--- src/gpsl_regs.vh ---
// Purpose: Constants for the general-pin settings loader.
// Assumes: Register bus is AXI4-Lite with 32-bit data, one register per word.
// Notes: Command bytes land in byte-lane registers before the apply strobe.
`ifndef GPSL_REGS_VH
`define GPSL_REGS_VH

// ----------------------------------------
// Register byte addresses
// ----------------------------------------
`define GPSL_ADDR_CMD 8'h00
`define GPSL_ADDR_STATUS 8'h04
`define GPSL_ADDR_PINB 8'h08
`define GPSL_ADDR_PINC 8'h0C
`define GPSL_ADDR_PIND 8'h10
`define GPSL_ADDR_PINS_IN 8'h14

// ----------------------------------------
// Field positions
// ----------------------------------------
`define GPSL_CMD_ALTER_BIT 7
`define GPSL_CMD_GO_BIT 8
`define GPSL_PIN_LEVEL_BIT 4
`define GPSL_PIN_DIR_BIT 3
`define GPSL_PIN_FUNC_MSB 2

// ----------------------------------------
// Function selector codes
// ----------------------------------------
`define GPSL_FUNC_GPIO 3'h0
`define GPSL_FUNC_DEDICATED 3'h1
`define GPSL_FUNC_ALT0 3'h2
`define GPSL_FUNC_ALT1 3'h3
`define GPSL_FUNC_ALT2 3'h4

// ----------------------------------------
// Response and reset values
// ----------------------------------------
`define GPSL_RESP_ECHO 8'h60
`define GPSL_RESP_OK 8'h00
`define GPSL_PIN_RESET 8'h08

`endif

--- src/gpsl_loader.v ---
// Purpose: Loads run-time settings of three general pins and drives the pin muxes.
// Assumes: One clock; inputs synchronous to aclk; one AXI4-Lite transfer per channel pair.
// Notes: Software writes command byte 7 with a go bit; bytes 9..11 are staged first.
`timescale 1ns/1ps
`include "gpsl_regs.vh"

module gpsl_loader (
    // Clock and reset
    input wire aclk,
    input wire aresetn,
    // AXI4-Lite write address
    input wire [7:0] s_axi_awaddr,
    input wire s_axi_awvalid,
    output wire s_axi_awready,
    // AXI4-Lite write data
    input wire [31:0] s_axi_wdata,
    input wire [3:0] s_axi_wstrb,
    input wire s_axi_wvalid,
    output wire s_axi_wready,
    // AXI4-Lite write response
    output reg [1:0] s_axi_bresp,
    output reg s_axi_bvalid,
    input wire s_axi_bready,
    // AXI4-Lite read address
    input wire [7:0] s_axi_araddr,
    input wire s_axi_arvalid,
    output wire s_axi_arready,
    // AXI4-Lite read data
    output reg [31:0] s_axi_rdata,
    output reg [1:0] s_axi_rresp,
    output reg s_axi_rvalid,
    input wire s_axi_rready,
    // Dedicated and alternate sources for pin b
    input wire clock_output_src,
    input wire transmit_activity_indicator,
    // Dedicated and alternate sources for pins c and d
    input wire usb_configured_indicator,
    input wire serial_bus_activity_indicator,
    input wire analog_output_first,
    input wire analog_output_second,
    // Pin b
    input wire general_pin_b_in,
    output reg general_pin_b_out,
    output reg general_pin_b_oe_n,
    output reg analog_input_first_en,
    output reg edge_detect_en,
    output reg edge_detect_in,
    // Pin c
    input wire general_pin_c_in,
    output reg general_pin_c_out,
    output reg general_pin_c_oe_n,
    output reg analog_input_second_en,
    // Pin d
    input wire general_pin_d_in,
    output reg general_pin_d_out,
    output reg general_pin_d_oe_n,
    output reg analog_input_third_en,
    // Response strobe, one cycle, with its two bytes
    output reg resp_valid,
    output reg [7:0] resp_echo,
    output reg [7:0] resp_status
);

    // ----------------------------------------
    // Settings storage
    // ----------------------------------------
    // Staged bytes hold what software wrote; active bytes drive the muxes.
    reg [7:0] stage_b_r, stage_c_r, stage_d_r;
    reg [7:0] pin_b_r, pin_c_r, pin_d_r;
    reg alter_r;
    reg [7:0] last_echo_r;
    reg [7:0] last_status_r;

    function [7:0] merge_byte;
        input [7:0] old_val;
        input [31:0] data;
        input [3:0] strb;
        begin
            merge_byte = strb[0] ? data[7:0] : old_val;
        end
    endfunction

    // ----------------------------------------
    // Write channel
    // ----------------------------------------
    // Address and data are taken together only when both are offered, so the
    // slave never has to hold one half while waiting for the other.
    wire wr_go = s_axi_awvalid && s_axi_wvalid && !s_axi_bvalid;
    assign s_axi_awready = wr_go;
    assign s_axi_wready = wr_go;

    // The write response stands until bready, and no new write is taken
    // meanwhile, so at most one write is ever in flight.

    wire cmd_hit = wr_go && (s_axi_awaddr == `GPSL_ADDR_CMD) && s_axi_wstrb[1]
        && s_axi_wdata[`GPSL_CMD_GO_BIT];
    // A command word may carry the alter flag in its low byte; without that
    // lane the flag stored by an earlier write decides.
    wire cmd_alter = s_axi_wstrb[0] ? s_axi_wdata[`GPSL_CMD_ALTER_BIT] : alter_r;

    always @(posedge aclk) begin
        if (!aresetn) begin
            s_axi_bvalid <= 1'b0;
            s_axi_bresp <= 2'b00;
            stage_b_r <= `GPSL_PIN_RESET;
            stage_c_r <= `GPSL_PIN_RESET;
            stage_d_r <= `GPSL_PIN_RESET;
            pin_b_r <= `GPSL_PIN_RESET;
            pin_c_r <= `GPSL_PIN_RESET;
            pin_d_r <= `GPSL_PIN_RESET;
            alter_r <= 1'b0;
            last_echo_r <= 8'h00;
            last_status_r <= 8'h00;
            resp_valid <= 1'b0;
            resp_echo <= 8'h00;
            resp_status <= 8'h00;
        end else begin
            resp_valid <= 1'b0;
            if (s_axi_bvalid && s_axi_bready) begin
                s_axi_bvalid <= 1'b0;
            end
            if (wr_go) begin
                s_axi_bvalid <= 1'b1;
                s_axi_bresp <= 2'b00;
                case (s_axi_awaddr)
                    `GPSL_ADDR_CMD: begin
                        if (s_axi_wstrb[0]) begin
                            alter_r <= s_axi_wdata[`GPSL_CMD_ALTER_BIT];
                        end
                    end
                    `GPSL_ADDR_PINB: stage_b_r <= merge_byte(stage_b_r, s_axi_wdata, s_axi_wstrb);
                    `GPSL_ADDR_PINC: stage_c_r <= merge_byte(stage_c_r, s_axi_wdata, s_axi_wstrb);
                    `GPSL_ADDR_PIND: stage_d_r <= merge_byte(stage_d_r, s_axi_wdata, s_axi_wstrb);
                    // Writes to the read-only words answer OKAY and change nothing.
                    `GPSL_ADDR_STATUS, `GPSL_ADDR_PINS_IN: s_axi_bresp <= 2'b00;
                    default: s_axi_bresp <= 2'b10;
                endcase
            end
            if (cmd_hit) begin
                if (cmd_alter) begin
                    pin_b_r <= stage_b_r;
                    pin_c_r <= stage_c_r;
                    pin_d_r <= stage_d_r;
                end
                // Nothing in this block can refuse a pin setting, so every
                // accepted command answers success.
                resp_valid <= 1'b1;
                resp_echo <= `GPSL_RESP_ECHO;
                resp_status <= `GPSL_RESP_OK;
                last_echo_r <= `GPSL_RESP_ECHO;
                last_status_r <= `GPSL_RESP_OK;
            end
        end
    end

    // ----------------------------------------
    // Read channel
    // ----------------------------------------
    // A new read is taken only once the previous answer has been accepted.
    // The data register keeps its value after the handshake, so a master
    // that samples late still sees the word it asked for.
    assign s_axi_arready = !s_axi_rvalid;

    always @(posedge aclk) begin
        if (!aresetn) begin
            s_axi_rvalid <= 1'b0;
            s_axi_rdata <= 32'h00000000;
            s_axi_rresp <= 2'b00;
        end else begin
            if (s_axi_rvalid && s_axi_rready) begin
                s_axi_rvalid <= 1'b0;
            end
            if (s_axi_arvalid && !s_axi_rvalid) begin
                s_axi_rvalid <= 1'b1;
                s_axi_rresp <= 2'b00;
                case (s_axi_araddr)
                    `GPSL_ADDR_CMD: s_axi_rdata <= {24'h000000, alter_r, 7'h00};
                    `GPSL_ADDR_STATUS: s_axi_rdata <= {16'h0000, last_status_r, last_echo_r};
                    `GPSL_ADDR_PINB: s_axi_rdata <= {16'h0000, pin_b_r, stage_b_r};
                    `GPSL_ADDR_PINC: s_axi_rdata <= {16'h0000, pin_c_r, stage_c_r};
                    `GPSL_ADDR_PIND: s_axi_rdata <= {16'h0000, pin_d_r, stage_d_r};
                    `GPSL_ADDR_PINS_IN: s_axi_rdata <= {29'h00000000, general_pin_d_in,
                        general_pin_c_in, general_pin_b_in};
                    default: begin
                        s_axi_rdata <= 32'h00000000;
                        s_axi_rresp <= 2'b10;
                    end
                endcase
            end
        end
    end

    // ----------------------------------------
    // Pin muxes
    // ----------------------------------------
    // Outputs are registered so that a settings change reaches all three
    // pins on the same edge. Undefined selector codes leave the pin floating.
    // Dedicated and alternate sources pass through the same flip-flop, so a
    // pin output only ever changes on a clock edge.
    always @(posedge aclk) begin
        if (!aresetn) begin
            general_pin_b_out <= 1'b0;
            general_pin_b_oe_n <= 1'b1;
            analog_input_first_en <= 1'b0;
            edge_detect_en <= 1'b0;
            edge_detect_in <= 1'b0;
            general_pin_c_out <= 1'b0;
            general_pin_c_oe_n <= 1'b1;
            analog_input_second_en <= 1'b0;
            general_pin_d_out <= 1'b0;
            general_pin_d_oe_n <= 1'b1;
            analog_input_third_en <= 1'b0;
        end else begin
            // ----------------------------------------
            // Pin b
            // ----------------------------------------
            analog_input_first_en <= (pin_b_r[2:0] == `GPSL_FUNC_ALT0);
            edge_detect_en <= (pin_b_r[2:0] == `GPSL_FUNC_ALT2);
            // The edge detector watches a registered copy of the pin, so it
            // never sees a level that changed within the current cycle.
            edge_detect_in <= general_pin_b_in;
            case (pin_b_r[2:0])
                `GPSL_FUNC_GPIO: begin
                    // The level follows bit 4 even while the pin is an input, so
                    // it is already in place when software turns the pin around.
                    general_pin_b_out <= pin_b_r[`GPSL_PIN_LEVEL_BIT];
                    general_pin_b_oe_n <= pin_b_r[`GPSL_PIN_DIR_BIT];
                end
                `GPSL_FUNC_DEDICATED: begin
                    general_pin_b_out <= clock_output_src;
                    general_pin_b_oe_n <= 1'b0;
                end
                `GPSL_FUNC_ALT1: begin
                    general_pin_b_out <= transmit_activity_indicator;
                    general_pin_b_oe_n <= 1'b0;
                end
                default: begin
                    general_pin_b_out <= 1'b0;
                    general_pin_b_oe_n <= 1'b1;
                end
            endcase

            // ----------------------------------------
            // Pin c
            // ----------------------------------------
            analog_input_second_en <= (pin_c_r[2:0] == `GPSL_FUNC_ALT0);
            case (pin_c_r[2:0])
                `GPSL_FUNC_GPIO: begin
                    general_pin_c_out <= pin_c_r[`GPSL_PIN_LEVEL_BIT];
                    general_pin_c_oe_n <= pin_c_r[`GPSL_PIN_DIR_BIT];
                end
                `GPSL_FUNC_DEDICATED: begin
                    general_pin_c_out <= usb_configured_indicator;
                    general_pin_c_oe_n <= 1'b0;
                end
                `GPSL_FUNC_ALT1: begin
                    general_pin_c_out <= analog_output_first;
                    general_pin_c_oe_n <= 1'b0;
                end
                default: begin
                    general_pin_c_out <= 1'b0;
                    general_pin_c_oe_n <= 1'b1;
                end
            endcase

            // ----------------------------------------
            // Pin d
            // ----------------------------------------
            analog_input_third_en <= (pin_d_r[2:0] == `GPSL_FUNC_ALT0);
            case (pin_d_r[2:0])
                `GPSL_FUNC_GPIO: begin
                    general_pin_d_out <= pin_d_r[`GPSL_PIN_LEVEL_BIT];
                    general_pin_d_oe_n <= pin_d_r[`GPSL_PIN_DIR_BIT];
                end
                `GPSL_FUNC_DEDICATED: begin
                    general_pin_d_out <= serial_bus_activity_indicator;
                    general_pin_d_oe_n <= 1'b0;
                end
                `GPSL_FUNC_ALT1: begin
                    general_pin_d_out <= analog_output_second;
                    general_pin_d_oe_n <= 1'b0;
                end
                default: begin
                    general_pin_d_out <= 1'b0;
                    general_pin_d_oe_n <= 1'b1;
                end
            endcase
        end
    end

endmodule

--- config.mk ---
export PLATFORM = sky130hd
export DESIGN_NAME = gpsl_loader
export DESIGN_NICKNAME = d
export VERILOG_FILES = /design/src/gpsl_loader.v
export VERILOG_INCLUDE_DIRS = /design/src
export SDC_FILE = /design/constraint.sdc
export NUM_CORES = 1
export LEC_CHECK = 0
export BUFFER_PORTS_ARGS = -buffer_cell sky130_fd_sc_hd__buf_4
export CAP_MARGIN = 15
export CORE_MARGIN = 2
export CORE_UTILIZATION = 55
export CTS_BUF_LIST = sky130_fd_sc_hd__clkbuf_2
export DETAILED_ROUTE_END_ITERATION = 10
export PLACE_DENSITY = 0.88
export SYNTH_ARGS = -nofsm -noshare
export SYNTH_HDL_FRONTEND = slang
export SYNTH_SLANG_ARGS = --single-unit
--- constraint.sdc ---
create_clock -name aclk -period 3.1 [get_ports aclk]
set_input_delay 0.31 -clock aclk [delete_from_list [all_inputs] [get_ports aclk]]
set_output_delay 0.31 -clock aclk [all_outputs]
set_load 0.02 [all_outputs]
==> results.tsv, run 1 <==
stage	metric	value	unit
timing	Setup Skew	0.0126	ns
clock_tree	Clock transition at path regs	0.20	ns
logic_synthesis	ranking of synthesized cells by area	dfxtp_1, mux2i_1, buf_4	
floorplan	Die Width	85.8	um
setup_path	Worst EP required	3.53	ns
clock_tree	clk sinks	82	
floorplan	Core Region	0.00642	mm^2
finish	layout cells sized above 1	23.3	%
clock_tree	Clock Tree Root	clkbuf_2	
timing	Slew HR	36.6	%
grt	first-pass GRT wire length	12800	um
timing	post-layout min period	2.02	ns
setup_path	crit-path max FO	17	
setup_path	Startpoint Class	register	
grt	largest net degree at the start of global routing	40	
logic_synthesis	post-synthesis cell area	0.00368	mm^2
drt	total routed wirelength	8210	um
grt	initial antenna violation count	0	
floorplan	die area	0.00736	mm^2
logic_synthesis	Synth Area in XOR/XNOR	0	%
run_status	status	finished with violations	
timing	RSZ-0062 raised after global routing	no	
timing	count of pins over their slew limit	0	
pwr	Pwr Total	1.67	mW
clock_tree	H-tree levels	3	
drt	post-DR wirelength/cell	14.8	um
timing	Final Hold Vio Count	0	
finish	utilization after layout	66.3	%
logic_synthesis	largest family of logic cells by synthesized area	simple AND/OR/NAND/NOR gates	
floorplan	Initial Utilization	57.3	%
setup_path	Arr. time, crit path	2.44	ns
logic_synthesis	syn avg cell area	9.23	um^2
clock_tree	Inserted Clock Buffers	9	
grt	All-Layer GR Usage	22.4	%
logic_synthesis	Yosys top cell area share	44.6	%
floorplan	cell row count	29	
floorplan	Die H	85.8	um
finish	Inserted Diodes	0	
place	hpwl dp	5930	um
logic_synthesis	most area-hungry cell type in the Yosys netlist	dfxtp_1	
drt	final antenna-violating net count	0	
logic_synthesis	Synth Warn #	0	
setup_path	kind of critical path	register to register	
finish	Area growth syn-to-layout	15.7	%
logic_synthesis	Syn Inst Count	399	
logic_synthesis	mux cell area share after synthesis	15.0	%
timing	part of the cycle the worst path needs	65.1	%
pwr	cell internal pwr	1.22	mW
logic_synthesis	simple-gate share of the synthesized area	18.6	%
grt	GRT overflow	0	
drt	1st-iter DRT viols	220	
logic_synthesis	Synth Area in Compound Gates	11.2	%
timing	WHS	0.0376	ns
timing	Max Fclk	495	MHz
logic_synthesis	Seq/Total Area, Yosys	44.6	%
pwr	Logic pwr share	10.8	%
logic_synthesis	Post-Synth Adder-Cell Area	0	%
place	Placer Congestion	0.803	
drt	Via density	5.42	
timing	final setup vio count	0	
pwr	static leakage	1.85	nW
clock_tree	CTS Buffer Depth	2	
drt	DR DRC count	5	
logic_synthesis	register bit total from synthesis	82	
worst_hold_path	Tightest Hold Check Type	input port to register	
grt	vias in the first global route	2785	
pwr	clock share of power	25.4	%
run_status	failing checks	DRC	
setup_path	crit end category	register	
pwr	Switching Share	26.9	%
timing	setup TNS	0	ns
flow_run	Max-Cap Viols	0	
clock_tree	CTS tree	built	
pwr	sequential group share of total power	63.9	%
drt	DR vias	3000	
pwr	PD cells	391	mW/mm^2
drt	first-pass iteration count of the detailed router	8	
pwr	NetSw	448	uW
floorplan	IO Count	137	
finish	Final nets	540	
clock_tree	clk_lat worst skew	0.50	ns
pwr	worst vdd ir	0.000152	V
timing	Worst Max-Slew Pin Slew	0.950	ns
logic_synthesis	Cell variety after synth	41	
place	I/O Buffers	79	
finish	Reg area	0.00164	mm^2
finish	multi-input logic area	0.00177	mm^2
finish	fillers	499	
cell type report:
type | instances | area share, %
Inverter | 7 | 0.617
Multi-Input combinational cell | 286 | 41.5
Tap cell | 77 | 2.26
Clock inverter | 6 | 0.588
Clock buffer | 9 | 1.06
Sequential cell | 82 | 38.6
Timing Repair Buffer | 86 | 15.4
logic make-up after synthesis:
group,count (synthesis)
buffers and inverters,62
flip-flops,82
AND/OR/NAND/NOR,132
multiplexers,54
AO/OA/AOI/OAI,68
other,1
through the flow:
step	setup WS, ns	instances	cell area [um^2]
after floorplan	1.44	430	3800
after global placement	0.992	534	4150
after detailed placement	0.953	534	4150
after CTS	1.10	550	4230
after global routing	0.973	553	4260
final	1.08	553	4260
cells in the mapped netlist, drive strengths merged:
cell and number:
nand4 3, or2 1, buf 43, nand2b 4
nor4 3, nor3 5, nand3b 4, nor2b 4
o32a 1, a31oi 1, o21ai 37, and2 3
or4 1, nor3b 1, nor4b 5, nand2 58
mux2i 46, o211ai 5, and3 1, conb 1
mux2 8, a2bb2oi 2, and4bb 1, nand3 14
dfxtp 82, inv 7, a21oi 4, and4 2
nor2 22, clkbuf 12, a22oi 18
registers in the layout, indices dropped and copies added, names as in the netlist, 8 cells and up:
signal,cells
s_axi_rdata,16
pin_b_r,8
pin_c_r,8
pin_d_r,8
stage_b_r,8
stage_c_r,8
stage_d_r,8
critical path: stages, from the launching register on:
cell	delay [ns]
dfxtp_1	0.41
and4bb_2	0.28
nand4_2	0.19
or2_1	0.76
mux2i_1	0.29
path summary, 6_finish.rpt:
path	startpoint	endpoint	slack, ns	cells after the start
setup reg to reg	s_axi_bvalid	pin_c_r[4]	1.08	4
setup / recovery	s_axi_bvalid	pin_c_r[4]	1.08	4
hold / removal	s_axi_bready	s_axi_bvalid	0.04	3
hold reg to reg	pin_d_r[5]	pin_d_r[5]	0.47	2
layer usage:
layer  global-route usage (%)  vias up  part of all wire [%]
li1                         -     1477                     -
met1                     26.6     1388                    40
met2                     37.9      116                    51
met3                     4.52       19                   7.3
met4                     12.3        0                   2.4
met5                        0        -                     0
layout by cell type, fill, tap and decap left out, types with 2 or more instances in the layout:
cell	count
nor4b_1	4
o21ai_0	35
nand3b_1	4
and4_2	2
o21ai_1	2
mux2_2	8
inv_1	7
a21oi_1	4
clkinv_1	4
nand4_1	2
nand2b_1	4
nand2_1	58
dlygate4sd3_1	4
nand3_1	14
a22oi_1	18
dfxtp_1	82
mux2i_1	46
clkbuf_2	9
nor2b_1	4
nor3_1	5
o211ai_1	5
conb_1	32
buf_4	82
a2bb2oi_1	2
nor2_1	21
and2_1	3
clkinv_2	2
timing repair:
| action | CTS | global route |
|---|---|---|
| hold endpoints to repair | 1 | 4 |
| hold buffers | 1 | 3 |
| gates resized for setup | 0 | 0 |
| buffers inserted | 0 | 0 |
power groups by stage:
stage | combinational, mW | sequential [mW] | clock (mW)
finish | 0.179 | 1.06 | 0.423
CTS | 0.175 | 1.06 | 0.428
global route | 0.191 | 1.07 | 0.475
floorplan | 0.127 | 1.09 | 0
detailed placement | 0.173 | 1.08 | 0
global placement | 0.170 | 1.08 | 0
No activity file was read; power rests on OpenSTA's default activity.
==> inputs of run 2 (changes only) <==
--- a/config.mk
+++ b/config.mk
@@ -6,13 +6,14 @@
 export SDC_FILE = /design/constraint.sdc
 export NUM_CORES = 1
 export LEC_CHECK = 0
+export ABC_AREA = 1
 export BUFFER_PORTS_ARGS = -buffer_cell sky130_fd_sc_hd__buf_4
 export CAP_MARGIN = 15
 export CORE_MARGIN = 2
-export CORE_UTILIZATION = 55
+export CORE_UTILIZATION = 52
 export CTS_BUF_LIST = sky130_fd_sc_hd__clkbuf_2
 export DETAILED_ROUTE_END_ITERATION = 10
-export PLACE_DENSITY = 0.88
+export PLACE_DENSITY = 0.82
 export SYNTH_ARGS = -nofsm -noshare
 export SYNTH_HDL_FRONTEND = slang
 export SYNTH_SLANG_ARGS = --single-unit
==> constraint.sdc (replaced) <==
create_clock -name aclk -period 2 [get_ports aclk]
set_input_delay 0.2 -clock aclk [delete_from_list [all_inputs] [get_ports aclk]]
set_output_delay 0.2 -clock aclk [all_outputs]
set_load 0.02 [all_outputs]
==> results.tsv, run 2 <==
stage	metric	value	unit	change
run_status	status	finished clean		was finished with violations
grt	vias in the first global route	3459		was 2785
finish	most frequent cells in the layout	nand2_1, nor2_1, buf_4		was dfxtp_1, buf_4, nand2_1
floorplan	IO Count	137		unchanged
finish	commonest non-fill, non-tap cell in the layout	nand2_1		
logic_synthesis	post-synthesis cell area	0.00401	mm^2	was 0.00368 mm^2
pwr	worst vdd ir	0.000336	V	was 0.000152 V
logic_synthesis	Yosys top cell area share	40.9	%	was 44.6%
pwr	Logic pwr share	10.9	%	was 10.8%
clock_tree	clk_lat worst skew	0.55	ns	was 0.50 ns
clock_tree	Clock transition at path regs	0.23	ns	was 0.20 ns
logic_synthesis	Seq/Total Area, Yosys	40.9	%	was 44.6%
setup_path	sum of buffers and inverters on the critical path	1		was 0
grt	GRT overflow	0		unchanged
clock_tree	H-tree levels	3		unchanged
setup_path	slowest cell on the critical path	dfxtp_1		was or2_1
setup_path	kind of critical path	register to output port		was register to register
drt	Via density	5.08		was 5.42
logic_synthesis	syn avg cell area	7.04	um^2	was 9.23 um^2
logic_synthesis	most area-hungry cell type in the Yosys netlist	dfxtp_1		unchanged
drt	final antenna-violating net count	0		unchanged
timing	Slew HR	46.4	%	was 36.6%
setup_path	crit end category	output port		was register
drt	post-DR wirelength/cell	13.0	um	was 14.8 um
pwr	cell internal pwr	2.18	mW	was 1.22 mW
drt	first-pass iteration count of the detailed router	5		was 8
setup_path	Arr. time, crit path	1.36	ns	was 2.44 ns
setup_path	CP Cell Sequence	nor2_4 -> buf_4		was and4bb_2 -> nand4_2 -> or2_1 -> mux2i_1
setup_path	Worst EP required	1.80	ns	was 3.53 ns
drt	DR vias	3901		was 3000
timing	Setup Skew	0.0225	ns	was 0.0126 ns
logic_synthesis	Post-synth top cells	nand2_1, nor2_1, dfxtp_1, nand3_1, inv_1		was dfxtp_1, nand2_1, mux2i_1, o21ai_0, buf_4
worst_hold_path	Tightest Hold Check Type	input port to register		unchanged
flow_run	Max-Cap Viols	0		unchanged
clock_tree	clk sinks	82		unchanged
finish	Inserted Diodes	0		unchanged
timing	Max Fclk	641	MHz	
timing	count of pins over their slew limit	0		unchanged
logic_synthesis	asr flop ratio synth	0	%	unchanged
pwr	Switching Share	27.0	%	was 26.9%
timing	setup TNS	0	ns	unchanged
logic_synthesis	register bit total from synthesis	82		unchanged
logic_synthesis	Synth Warn #	0		unchanged
finish	Area growth syn-to-layout	20.6	%	was 15.7%
place	hpwl dp	7030	um	was 5930 um
logic_synthesis	Cell variety after synth	33		was 41
finish	Largest Register	s_axi_rdata		unchanged
clock_tree	Clock Tree Root	clkbuf_2		unchanged
clock_tree	setup bufs post-CTS	0		unchanged
clock_tree	post_cts resized	0		unchanged
setup_path	Startpoint Class	register		unchanged
logic_synthesis	count leader, synth	nand2_1		was dfxtp_1
pwr	static leakage	2.44	nW	was 1.85 nW
pwr	NetSw	805	uW	was 448 uW
floorplan	Core Region	0.00761	mm^2	was 0.00642 mm^2
grt	first-pass GRT wire length	16200	um	was 12800 um
drt	total routed wirelength	9960	um	was 8210 um
place	worst slack, placed	0.511	ns	was 0.953 ns
pwr	PD cells	616	mW/mm^2	was 391 mW/mm^2
floorplan	cell row count	32		was 29
pwr	sequential group share of total power	55.3	%	was 63.9%
setup_path	CP max stage delay	0.39	ns	was 0.76 ns
setup_path	crit-path max FO	6		was 17
timing	Final Hold Vio Count	0		unchanged
finish	layout cells sized above 1	19.2	%	was 23.3%
timing	Final WS setup	0.440	ns	was 1.08 ns
logic_synthesis	Synth Flop Type	dfxtp_1		unchanged
floorplan	Initial Utilization	52.7	%	was 57.3%
drt	1st-iter DRT viols	417		was 220
finish	Final nets	729		was 540
timing	Worst Max-Slew Pin Slew	0.803	ns	was 0.950 ns
timing	part of the cycle the worst path needs	78.0	%	
floorplan	Die H	91.8	um	was 85.8 um
timing	post-layout min period	1.56	ns	
setup_path	CP delay by family, top	flip-flops		was simple AND/OR/NAND/NOR gates
clock_tree	Inserted Clock Buffers	9		unchanged
logic_synthesis	Syn Inst Count	570		was 399
clock_tree	CTS Buffer Depth	2		unchanged
finish	max reg flops	16		unchanged
clock_tree	CTS tree	built		unchanged
logic_synthesis	Post-synth EDFFs	0		unchanged
drt	DR DRC count	0		was 5
place	I/O Buffers	79		unchanged
grt	initial antenna violation count	0		unchanged
floorplan	die area	0.00843	mm^2	was 0.00736 mm^2
logic_synthesis	ranking of synthesized cells by area	dfxtp_1, nand2_1, nor2_1		was dfxtp_1, mux2i_1, buf_4
pwr	clock share of power	33.7	%	was 25.4%
floorplan	Die Width	91.8	um	was 85.8 um
grt	All-Layer GR Usage	24.1	%	was 22.4%
place	Placer Congestion	0.923		was 0.803
timing	final setup vio count	0		unchanged
timing	RSZ-0062 raised after global routing	no		unchanged
grt	largest net degree at the start of global routing	45		was 40
==> run 2: cell count changes in the layout (fill, tap and decap cells not counted), moves of 5 or more <==
cell and change:
buf_4 +5, mux2i_1 -46, nand2_1 +65, inv_1 +35, nand3_1 +46, nor2_1 +79
a21oi_1 +19, a22oi_1 -18, dlygate4sd3_1 +13, inv_2 +6, mux2_2 -8
==> run 2: path summary, 6_finish.rpt <==
path / start / endpoint / cells past startpoint / slack (ns)
hold reg to reg: s_axi_rdata[14] / s_axi_rdata[14] / 2 / 0.48
setup reg to reg: s_axi_rvalid / s_axi_rdata[1] / 5 / 0.47
setup / recovery: s_axi_bvalid / s_axi_wready / 2 / 0.44
hold / removal: serial_bus_activity_indicator / general_pin_d_out / 5 / 0.01
==> run 2: area by class of cell <==
| class | instances | area [um^2] |
|---|---|---|
| Timing Repair Buffer | 104 | 823 |
| Inverter | 53 | 205 |
| Clock buffer | 9 | 45.0 |
| Multi-Input combinational cell | 411 | 1900 |
| Sequential cell | 82 | 1640 |
| Fill cell | 695 | 2770 |
| Tap cell | 102 | 128 |
| Clock inverter | 7 | 92.6 |
==> run 2: kinds of logic after synthesis <==
logic type / count (synthesis) / share of synthesized area, %
AND/OR/NAND/NOR: 314 / 35.8
other: 1 / 0.0935
flip-flops: 82 / 40.9
AO/OA/AOI/OAI: 65 / 8.64
buffers and inverters: 108 / 14.5
==> run 2: power groups by stage <==
stage / combinational, mW / clock [mW] / sequential, mW
5_1_grt: 0.355 / 1.07 / 1.65
6_report: 0.326 / 1.01 / 1.65
3_5_place_dp: 0.298 / 0 / 1.68
3_3_place_gp: 0.294 / 0 / 1.68
4_1_cts: 0.324 / 1.01 / 1.65
2_1_floorplan: 0.221 / 0 / 1.69
==> run 2: stage by stage <==
step	power (mW)	hold WS, ns	std cells	utilization, %	instance area, um^2
3_5_place_dp	1.98	0.416	735	59.6	4530
6_report	2.98	0.0122	768	63.6	4840
3_3_place_gp	1.97	0.413	735	59.6	4530
5_1_grt	3.08	0.00909	768	63.6	4840
4_1_cts	2.98	0.0252	768	63.6	4840
2_1_floorplan	1.91	0.293	601	-	4130
==> run 2: tightest hold or removal path, delay by kind of cell <==
family	cells	cell delay (ns)
and+or+nand+nor	2	0.13
buffers and inverters	1	0.11
AOI/OAI and AO/OA	2	0.12
==> run 2: what timing repair did <==
action	CTS	global route
hold buffers	17	0
setup endpoints to repair	0	0
hold endpoints to repair	44	0
==> run 2: metal layers <==
layer | wire length, um | track usage [%] | up-vias
li1 | - | - | 1937
met1 | 4310 | 32.8 | 1730
met2 | 4450 | 37.9 | 206
met3 | 844 | 4.44 | 28
met4 | 352 | 9.95 | 0
met5 | 0 | 0 | -
